File: src/common/byte_mask_pkg.sv
package byte_mask_pkg;

    // ==========================================================
    // datapath widths
    localparam int DATA_WIDTH     = 64;
    localparam int BYTE_COUNT     = 8;
    localparam int START_IDX_BITS = 3;
    localparam int WIDE_MASK_BITS = 16;

    // ==========================================================
    // field widths as byte masks before the shift
    localparam logic [15:0] FIELD_BYTE_MASK = 16'h0001;
    localparam logic [15:0] FIELD_WORD_MASK = 16'h0003;
    localparam logic [15:0] FIELD_LONG_MASK = 16'h000F;
    localparam logic [15:0] FIELD_QUAD_MASK = 16'h00FF;

    // ==========================================================
    // reset values of the result registers
    localparam logic [63:0] RESULT_RESET    = 64'h0000000000000000;
    localparam logic [4:0]  DEST_RESET      = 5'h00;

    // ==========================================================
    // operation codes issued by the pipeline
    typedef enum logic [2:0] {
        mask_field_low_op,
        mask_field_high_op,
        clear_selected_bytes_op,
        clear_unselected_bytes_op,
        pass_op
    } byte_op_type;

    // field width picked by the function code
    typedef enum logic [1:0] {
        width_byte,
        width_word,
        width_long,
        width_quad
    } field_width_type;

endpackage

File: src/common/byte_clear_if.sv
`timescale 1ns/100ps
interface byte_clear_if;
    import byte_mask_pkg::*;
    logic [63:0] data;
    logic [7:0]  clear_sel;
    logic [63:0] result;
    modport src (output data, output clear_sel, input result);
    modport unit (input data, input clear_sel, output result);
endinterface

File: src/logic/byte_mask_zero_unit.sv
`timescale 1ns/100ps
module byte_mask_zero_unit
    import byte_mask_pkg::*;
#(
    // datapath shape
    parameter int DATA_W = DATA_WIDTH,
    parameter int LANES  = BYTE_COUNT,
    parameter int IDX_W  = START_IDX_BITS,
    parameter int MASK_W = WIDE_MASK_BITS,
    parameter int DEST_W = 5
)
(
    // clock, reset, enable
    input  wire logic            i_mclk,
    input  wire logic            i_rst,
    input  wire logic            i_ce,
    // issue from pipeline
    input  wire logic            i_issue_valid,
    input  wire byte_op_type     i_op,
    input  wire field_width_type i_width,
    input  wire logic [63:0]     i_src_a_reg,
    input  wire logic [63:0]     i_src_b_operand,
    input  wire logic            i_use_literal,
    input  wire logic [7:0]      i_literal,
    input  wire logic [4:0]      i_dest_reg,
    // result to register file
    output logic                 o_result_valid,
    output logic [4:0]           o_dest_reg,
    output logic [63:0]          o_result
);

    // ==========================================================
    // elaboration checks on the datapath shape
    // the ports are fixed at a quadword with eight byte lanes, so
    // any other shape would silently cut or pad the operands
    if (DATA_W != DATA_WIDTH) begin : g_bad_data_w
        $error("byte_mask_zero_unit: data width must stay a quadword");
    end
    if (LANES * 8 != DATA_W) begin : g_bad_lanes
        $error("byte_mask_zero_unit: lane count must match data width");
    end
    if ((1 << IDX_W) != LANES) begin : g_bad_idx_w
        $error("byte_mask_zero_unit: start index must address every lane");
    end
    if (MASK_W != 2 * LANES) begin : g_bad_mask_w
        $error("byte_mask_zero_unit: wide mask must cover two registers");
    end
    if (DEST_W != 5) begin : g_bad_dest_w
        $error("byte_mask_zero_unit: destination number is five bits");
    end

    // ==========================================================
    // internal signals
    // second operand after the literal choice
    logic [DATA_W-1:0] lit_ext;
    logic [DATA_W-1:0] src_b;
    logic [IDX_W-1:0]  start_idx;
    logic [LANES-1:0]  sel_bits;
    // field mask before and after the shift
    logic [MASK_W-1:0] base_mask;
    logic [MASK_W-1:0] wide_mask;
    // decoded operation
    logic              mask_low_sel;
    logic              mask_high_sel;
    logic              clr_ones_sel;
    logic              clr_zeros_sel;
    // per-lane clear and its result
    logic [LANES-1:0]  clear_sel;
    logic [DATA_W-1:0] result_d;
    logic [DATA_W-1:0] result_q;
    // handshake and destination
    logic              valid_d;
    logic              valid_q;
    logic [DEST_W-1:0] dest_d;
    logic [DEST_W-1:0] dest_q;

    // shared carrier between this unit and the lane clear
    byte_clear_if clr ();

    // ==========================================================
    // operand select
    // literal is zero-extended so its high lanes never select anything
    assign lit_ext = {{(DATA_W-8){1'b0}}, i_literal};
    assign src_b   = i_use_literal ? lit_ext : i_src_b_operand;

    // start lane and per-lane select taken from the chosen operand
    assign start_idx = src_b[IDX_W-1:0];
    assign sel_bits  = src_b[LANES-1:0];

    // ==========================================================
    // field width from the function code
    always_comb begin
        case (i_width)
            width_byte: base_mask = FIELD_BYTE_MASK;
            width_word: base_mask = FIELD_WORD_MASK;
            width_long: base_mask = FIELD_LONG_MASK;
            default:    base_mask = FIELD_QUAD_MASK;
        endcase
    end

    // shift by start byte index; the top half holds the overflow lanes
    assign wide_mask = base_mask << start_idx;

    // ==========================================================
    // operation decode
    // one select per family keeps the clear chain free of op codes
    always_comb begin
        mask_low_sel  = 1'b0;
        mask_high_sel = 1'b0;
        clr_ones_sel  = 1'b0;
        clr_zeros_sel = 1'b0;
        case (i_op)
            mask_field_low_op: begin
                mask_low_sel = 1'b1;
            end
            mask_field_high_op: begin
                mask_high_sel = 1'b1;
            end
            clear_selected_bytes_op: begin
                clr_ones_sel = 1'b1;
            end
            clear_unselected_bytes_op: begin
                clr_zeros_sel = 1'b1;
            end
            default: begin
                mask_low_sel = 1'b0;
            end
        endcase
    end

    // ==========================================================
    // clear select per operation
    // low half for the low variant, top half for the high variant
    always_comb begin
        if (mask_low_sel) begin
            clear_sel = wide_mask[LANES-1:0];
        end else if (mask_high_sel) begin
            clear_sel = wide_mask[MASK_W-1:LANES];
        end else if (clr_ones_sel) begin
            clear_sel = sel_bits;
        end else if (clr_zeros_sel) begin
            clear_sel = ~sel_bits;
        end else begin
            clear_sel = '0;                        // pass leaves every lane
        end
    end

    // ==========================================================
    // byte clear datapath
    // the source goes through untouched except for selected lanes
    assign clr.data      = i_src_a_reg;
    assign clr.clear_sel = clear_sel;

    byte_clear_function u_clear (
        .bus (clr.unit)
    );

    assign result_d = clr.result;

    // ==========================================================
    // result register
    // reset sits inside the enable so a frozen pipeline keeps all state
    always_ff @(posedge i_mclk) begin
        if (i_ce) begin
            if (i_rst) begin
                result_q <= RESULT_RESET;
            end else if (i_issue_valid) begin
                result_q <= result_d;
            end
        end
    end

    // valid pulse, one per accepted op
    assign valid_d = i_issue_valid;

    always_ff @(posedge i_mclk) begin
        if (i_ce) begin
            if (i_rst) begin
                valid_q <= 1'b0;
            end else begin
                valid_q <= valid_d;
            end
        end
    end

    // destination number, meaningful only beside the valid pulse
    assign dest_d = i_dest_reg;

    always_ff @(posedge i_mclk) begin
        if (i_ce) begin
            if (i_rst) begin
                dest_q <= DEST_RESET;
            end else begin
                dest_q <= dest_d;
            end
        end
    end

    // ==========================================================
    // outputs straight from the flip-flops
    // no exception output: none of these ops can fault
    assign o_result_valid = valid_q;
    assign o_dest_reg     = dest_q;
    assign o_result       = result_q;

endmodule

File: src/logic/byte_clear_function.sv
`timescale 1ns/100ps
module byte_clear_function
    import byte_mask_pkg::*;
(
    // operands and result
    byte_clear_if.unit bus
);

    // ==========================================================
    // per-byte clear
    for (genvar i = 0; i < BYTE_COUNT; i++) begin : g_byte
        // select bit i governs byte i
        assign bus.result[8*i +: 8] = bus.clear_sel[i] ? 8'h00 : bus.data[8*i +: 8];
    end

endmodule

File: config.mk
export PLATFORM = sky130hd
export DESIGN_NAME = byte_mask_zero_unit
export DESIGN_NICKNAME = d
export VERILOG_FILES = /design/src/common/byte_mask_pkg.sv /design/src/common/byte_clear_if.sv /design/src/logic/byte_mask_zero_unit.sv /design/src/logic/byte_clear_function.sv
export SDC_FILE = /design/constraint.sdc
export NUM_CORES = 1
export LEC_CHECK = 0
export ABC_AREA = 0
export BUFFER_PORTS_ARGS = -buffer_cell sky130_fd_sc_hd__buf_2
export CAP_MARGIN = 5
export CORE_MARGIN = 2
export CORE_UTILIZATION = 31
export CTS_BUF_LIST = sky130_fd_sc_hd__clkbuf_4
export CTS_CLUSTER_DIAMETER = 60
export DETAILED_ROUTE_END_ITERATION = 16
export PLACE_DENSITY = 0.69
export SLEW_MARGIN = 20
export SYNTH_ARGS = -nofsm -noshare
export SYNTH_HDL_FRONTEND = slang
export SYNTH_SLANG_ARGS = --single-unit
export TNS_END_PERCENT = 30
File: constraint.sdc
create_clock -name i_mclk -period 9.5 [get_ports i_mclk]
set_clock_uncertainty 0.05 [all_clocks]
set_input_delay 1.9 -clock i_mclk [delete_from_list [all_inputs] [get_ports i_mclk]]
set_output_delay 1.9 -clock i_mclk [all_outputs]
set_load 0.01 [all_outputs]
# After elaboration in Yosys (flattened, before gate mapping)
# Cells that the tools add are included.
# classes
n_eq_ne	5
shifts	1
n_mux	19
bitwise	1
reduce_logical	4
# ops
cell	n
$mux 8	13
$mux 64	1
$pmux 8 s3	1
$shl 16x3->16	1
$not 8->8	1
$eq 3x2->1 const B	2
$mux 1	4
$eq 3x1->1 const B	1
$logic_not 3->1	1
$eq 2x1->1 const B	1
$eq 2x2->1 const B	1
$logic_not 2->1	1
$reduce_and 2->1	1
$reduce_bool 2->1	1
# word_totals
register_bits	70
inputBits	151
output_inout_bits	70
wordCells	33

# Logic depth before layout (Yosys ltp)
# Gate-level depths: netlist (run 1).
# depth
word_depth	8
depth_mapped	6
mapped_depth_nobuf	4

# Hierarchy
# A second synthesis (run 1) with hierarchy kept.
# hier_totals
hier_cells	300
area_unflattened_um2	3753.6
# modules_own_cells
mod	n_inst	cells_per_inst	area_per_inst_um2	seq_area_each_um2
byte_mask_zero_unit	1	236	3193.1	2102.0
byte_clear_function	1	64	560.5	0.0

# Worst setup path after synthesis (run 1)
# No wires, ideal clock.
# synth_path
path_type	in2reg
from	in i_rst
to	reg result_q[0], in the netlist o_result[0], enable pin
setup_ns	0.427
arrival_ns	3.962
t_required_ns	9.023
path_slack_ns	5.061
stages	3
path_buffers	2
cell_sequence	clkbuf_1 -> clkbuf_1 -> o21a_1
# synth_between
elab_chain_len	2
# synth_rtl
item	line_no	text
start: declaration	byte_mask_zero_unit.sv:15	input wire logic i_rst,
$reduce_bool 2->1 (no source line)	-	
$reduce_and 2->1 (no source line)	-	
end signal: assignment	byte_mask_zero_unit.sv:168	result_q <= result_d;
end: declaration	byte_mask_zero_unit.sv:70	logic [DATA_W-1:0] result_q;
# Every way passes these cells.
# A chain may end at the register's enable or synchronous reset.

# Final worst setup path (run 1)
# layout_path
from	in i_rst
to	reg result_q[40], in the netlist o_result[40], enable pin
# The elaborated chain is that of the path after synthesis.

==> results of run 1 <==
## logic make-up after synthesis
logic type             after synthesis  synth area share, %
XOR/XNOR                             6                 1.49
multiplexers                        10                 3.40
flip-flops                          70                 59.6
AO/OA/AOI/OAI                       34                 8.51
AND/OR/NAND/NOR                    107                 23.1
buffers and inverters               31                 3.93
## path summary, 6_finish.rpt
check / cells after the start / end / startpoint / slack, ps
max: 3 / o_result[40]$_SDFFCE_PP0P_ / i_rst / 5760
min: 2 / o_dest_reg[4]$_SDFFCE_PP0P_ / i_dest_reg[4] / 1720
## power groups by stage
stage               Clock (W)  Combinational (W)  Sequential [W]
floorplan                   0          0.0000553        0.000402
global placement            0           0.000126        0.000385
detailed placement          0           0.000128        0.000386
CTS                  0.000159           0.000129        0.000379
global route         0.000171           0.000140        0.000382
finish               0.000151           0.000127        0.000378
## metrics by stage
step                      hold WS (ps)  area (µm²)  std cells  setup WS, ps  utilization, %
final                             1720        4560        565          5760            41.5
after global routing              1680        4560        565          5600            41.5
after CTS                         1680        4560        565          5730            41.5
after detailed placement          2150        4470        551          5270            40.7
after global placement            2140        4470        551          5330            40.7
after floorplan                   1960        3530        258          5060               -
## cell type report
class | instances | area (µm²)
clock buffer | 10 | 75.1
multi-input combinational | 157 | 1290
fill | 1069 | 6420
timing repair buffer | 165 | 828
sequential | 70 | 2100
clock inverter | 4 | 16.3
inverter | 19 | 71.3
tap | 140 | 175
## cell usage in the layout, fill, tap and decap left out, types with 2 or more instances in the layout
cell type | synthesis | layout
mux2_2 | 2 | 2
clkinv_1 | 0 | 3
inv_1 | 18 | 18
nor4b_1 | 8 | 8
o21bai_1 | 3 | 3
nand2_1 | 3 | 3
nand2b_1 | 9 | 9
a21oi_2 | 2 | 2
nor2_1 | 3 | 3
mux2i_1 | 6 | 6
a21oi_1 | 6 | 6
nor4b_2 | 8 | 8
o211ai_1 | 2 | 2
edfxtp_1 | 70 | 70
buf_2 | 3 | 164
nor3_1 | 3 | 3
nor4_1 | 25 | 25
o21ai_1 | 2 | 2
o21ai_0 | 3 | 3
nor3b_1 | 27 | 27
clkbuf_4 | 0 | 10
or3_1 | 2 | 2
and3b_1 | 2 | 2
xnor2_1 | 6 | 6
nor2b_1 | 7 | 7
## layer usage
metal	vias up	global-route usage, %	wire, µm
met4	0	7.67	187
li1	1350	-	-
met1	1314	18.8	3910
met5	-	0	0
met2	127	24.5	4360
met3	12	4.59	782
==> results by group, run 1 <==
Power
  – Seq pwr share: 57.7%
  – Pwr/cell area: 144 mW/mm²
  – NetSw: 0.000179 W
  – Combinational power share: 19.3%
  – Tot Pwr: 0.000656 W
  – Peak supply drop: 0.0000603 V
  – P_leak: 1.75 nW
  – Int Power: 0.000477 W
  – Switch share: 27.2%
  – Clk pwr share: 23.0%

Worst setup path
  – Crit end category: register
  – Cells along the critical path: buf_2, o21a_2, buf_4
  – Peak fanout along the critical path: 36
  – Worst path slowest cell: o21a_2
  – CP bufs+invs: 2
  – Critical Path Max Stage Delay: 730 ps
  – Startpoint types: primary input
  – CP arrival: 3750 ps
  – Crit-path leading delay family: buffers and inverters
  – Setup CP Type: in -> reg
  – CP required: 9520 ps

Synth
  – Top FF cell, synth: edfxtp_1
  – Commonest cells post-synth: edfxtp_1, nor3b_1, nor4_1, inv_1, nand2b_1
  – Post-synth top area share: 59.6%
  – Net Count, Synth: 409
  – Register bit count reported by yosys: 70
  – Area leader, netlist: edfxtp_1
  – Ys async rst share: 0%
  – Dominant cells by area after synthesis: edfxtp_1, nor3b_1, nor4_1
  – Number of synthesized flops with an enable pin: 70
  – Netlist cell types: 55
  – Post-Syn Area: 0.00353 mm²
  – Synth warnings: 0
  – Sequential area share after synthesis: 59.6%
  – Most frequent cell after synthesis: edfxtp_1
  – Post-Syn Area per Cell: 13.7 µm²
  – Syn Inst Count: 258

Flow run
  – # Max-Cap Violations: 0

Routing
  – Via density: 4.96
  – ANT nets after route: 0
  – Drt pass-1 iters: 6
  – Vias post-DR: 2,803
  – DR WL/cell: 16.4 µm
  – # DRC: 0
  – Initial drt markers: 211
  – Final wirelength: 9240 µm

STA
  – RSZ-0062 raised after global routing: false
  – Pins Over Slew Limit: 0
  – Worst-Margin Slew: 725 ps
  – Tmin final: 3740 ps
  – Setup-failing EPs final: 0
  – Max-slew headroom: 51.7%
  – FMAX: 0.268 GHz
  – Fin crit share: 39.3%
  – Final hold viol count: 0
  – TNS Setup: 0 ps

CTS
  – Hold-fix buffers at CTS: 0
  – Clk slew on worst S/H paths: 110 ps
  – Max clock buf depth: 2
  – Post-CTS setup buffers: 0
  – Root cell of the clock tree: clkbuf_4
  – Num CTS Buffers: 9
  – H-Tree Depth: 3
  – Post-CTS Resized: 0
  – CTS tree: yes
  – Clk sink count: 70

Floorplan
  – DIE HEIGHT: 111 µm
  – Row cnt: 38
  – Placeable Area: 0.0110 mm²
  – Starting Density: 32.1%
  – DIE AREA: 0.0123 mm²
  – Width of the die: 111 µm
  – Boundary Pins: 221

Layout
  – Area Overhead vs Synth: 29.1%
  – Largest register FFs: 64
  – Antenna Cells: 0
  – Final net count: 573
  – Share of layout cells above drive strength 1: 47.5%

Place
  – Post-DP HPWL: 6850 µm
  – Port Buffers: 164
  – Final Wtd Congestion: 0.776

Global route
  – First-pass GRT wire length: 14,900 µm
  – Initial antenna violation count: 1
  – All-Layer GR Usage: 15.3%
  – Vias in the first global route: 2,961
  – Largest net degree at the start of global routing: 37
  – Global route overflow: 0

Outcome
  – Outcome: finished clean

Worst hold path
  – Worst Hold Class: in -> reg
Note: power is estimated with default switching activity, not from simulation.
==> run 2, diff against run 1 <==
- clock period: 9.5 -> 3.7 ns (I/O delays scaled with it)
==> results by group, run 2 (synthesized netlist as in run 1, its figures left out) <==
Flow run
  – # Max-Cap Violations: 0 (unchanged)

Layout
  – Most common cell after layout, fill and taps aside: buf_2
  – Final Instance Area: 0.00458 mm² (+0.44%)
  – Layout Cells excl Fill: 566 (+0.18%)
  – Area Overhead vs Synth: 29.7%
  – Antenna Cells: 0 (unchanged)
  – Fin util: 41.7% (+0.18 points)
  – Largest register FFs: 64 (unchanged)
  – Final net count: 574 (+0.17%)
  – Commonest non-fill, non-tap cells in the layout: buf_2, edfxtp_1, nor3b_1
  – Share of layout cells above drive strength 1: 47.7% (+0.12 points)

Worst setup path
  – Crit end category: register
  – CP required: 3790 ps (-5730 ps)
  – Worst path slowest cell: a2111oi_4
  – CP arrival: 2510 ps (-1240 ps)
  – Peak fanout along the critical path: 17 (-53%)
  – Setup CP Type: in -> reg
  – Cells along the critical path: buf_2, mux2_2, and2_1, a2111oi_4, nor3b_1
  – Startpoint types: primary input
  – Critical Path Max Stage Delay: 580 ps (-150 ps)

Floorplan
  – Row cnt: 38 (unchanged)
  – Width of the die: 111 µm (unchanged)
  – DIE AREA: 0.0123 mm² (unchanged)
  – Boundary Pins: 221 (unchanged)
  – Placeable Area: 0.0110 mm² (unchanged)
  – DIE HEIGHT: 111 µm (unchanged)
  – Starting Density: 32.1% (unchanged)

Worst hold path
  – Worst Hold Class: in -> reg
  – WHS Path Cells: 2 (unchanged)

Routing
  – # DRC: 0 (unchanged)
  – Drt pass-1 iters: 4 (-2)
  – Via density: 4.94 (-0.35%)
  – ANT nets after route: 0 (unchanged)
  – Final wirelength: 9090 µm (-1.7%)
  – Vias post-DR: 2,798 (-0.18%)
  – DR WL/cell: 16.1 µm (-1.9%)
  – Initial drt markers: 186 (-12%)

Place
  – Port Buffers: 164 (unchanged)
  – Placed cell count: 552 (+0.18%)
  – Post-DP HPWL: 6780 µm (-1.0%)
  – Final Wtd Congestion: 0.773 (-0.35%)
  – Placed cell areas: 0.00449 mm² (+0.45%)

STA
  – RSZ-0062 raised after global routing: false
  – Final hold viol count: 0 (unchanged)
  – Worst-Margin Slew: 811 ps (+85.3 ps)
  – Setup-failing EPs final: 0 (unchanged)
  – Fin crit share: 65.2%
  – Pins Over Slew Limit: 0 (unchanged)
  – Max-slew headroom: 46.0% (-5.7 points)
  – TNS Setup: 0 ps (unchanged)
  – Hold_ws: 571 ps (-1150 ps)
  – FMAX: 0.415 GHz
  – Tmin final: 2410 ps

Global route
  – Vias in the first global route: 2,963 (+0.068%)
  – All-Layer GR Usage: 15.1% (-0.25 points)
  – Global route overflow: 0 (unchanged)
  – First-pass GRT wire length: 14,800 µm (-0.70%)
  – Initial antenna violation count: 1 (unchanged)
  – Largest net degree at the start of global routing: 36 (-2.7%)

CTS
  – Hold-fix buffers at CTS: 0 (unchanged)
  – Clk sink count: 70 (unchanged)
  – Post-CTS setup buffers: 0 (unchanged)
  – H-Tree Depth: 3 (unchanged)
  – Max clock buf depth: 2 (unchanged)
  – Num CTS Buffers: 9 (unchanged)
  – Root cell of the clock tree: clkbuf_4
  – Post-CTS Resized: 0 (unchanged)
  – CTS tree: yes
  – Clk slew on worst S/H paths: 100 ps (about the same)

Power
  – Pwr/cell area: 368 mW/mm² (+160%)
  – Peak supply drop: 0.000160 V (+170%)
  – P_leak: 1.76 nW (+0.51%)

Outcome
  – Outcome: finished clean
-- run 2: cell types whose count changed in the layout (fill, tap and decap cells not counted), sizes merged --
cell	before	now
buf	165	166
-- run 2: worst max-delay path, delay by kind of cell --
family | cells | cell delay (ps)
AND/OR/NAND/NOR | 2 | 340
AO/OA/AOI/OAI | 1 | 580
multiplexers | 1 | 480
buffers and inverters | 1 | 350
-- run 2: final cells by class --
cell class,count,area (µm²)
Clock inverter,4,16.3
Fill cell,1080,6400
Inverter,19,71.3
Tap cell,140,175
Multi-Input combinational cell,157,1290
Timing Repair Buffer,166,848
Clock buffer,10,75.1
Sequential cell,70,2100
-- run 2: report_power, final --
part           total, W  internal, W  switching [W]
registers      0.000971     0.000954      0.0000168
clock network  0.000385     0.000131       0.000254
logic          0.000328     0.000143       0.000185
-- run 2: per-stage QoR --
step / power (W) / setup WS, ps
6_report: 0.00168 / 1290
5_1_grt: 0.00177 / 1140
4_1_cts: 0.00171 / 1310
3_5_place_dp: 0.00132 / 813
3_3_place_gp: 0.00131 / 911
2_1_floorplan: 0.00117 / 421
-- run 2: worst paths after layout --
kind,from,to
hold / removal,i_dest_reg[2],o_dest_reg[2]$_SDFFCE_PP0P_
setup / recovery,i_use_literal,o_result[42]$_SDFFCE_PP0P_
-- run 2: per-layer routing --
layer	share of wire, %	vias to the layer above	GRT usage [%]
li1	-	1344	-
met1	41	1328	17.7
met2	49	120	25.4
met3	9.0	6	6.01
met4	0.88	0	4.58
met5	0	-	0
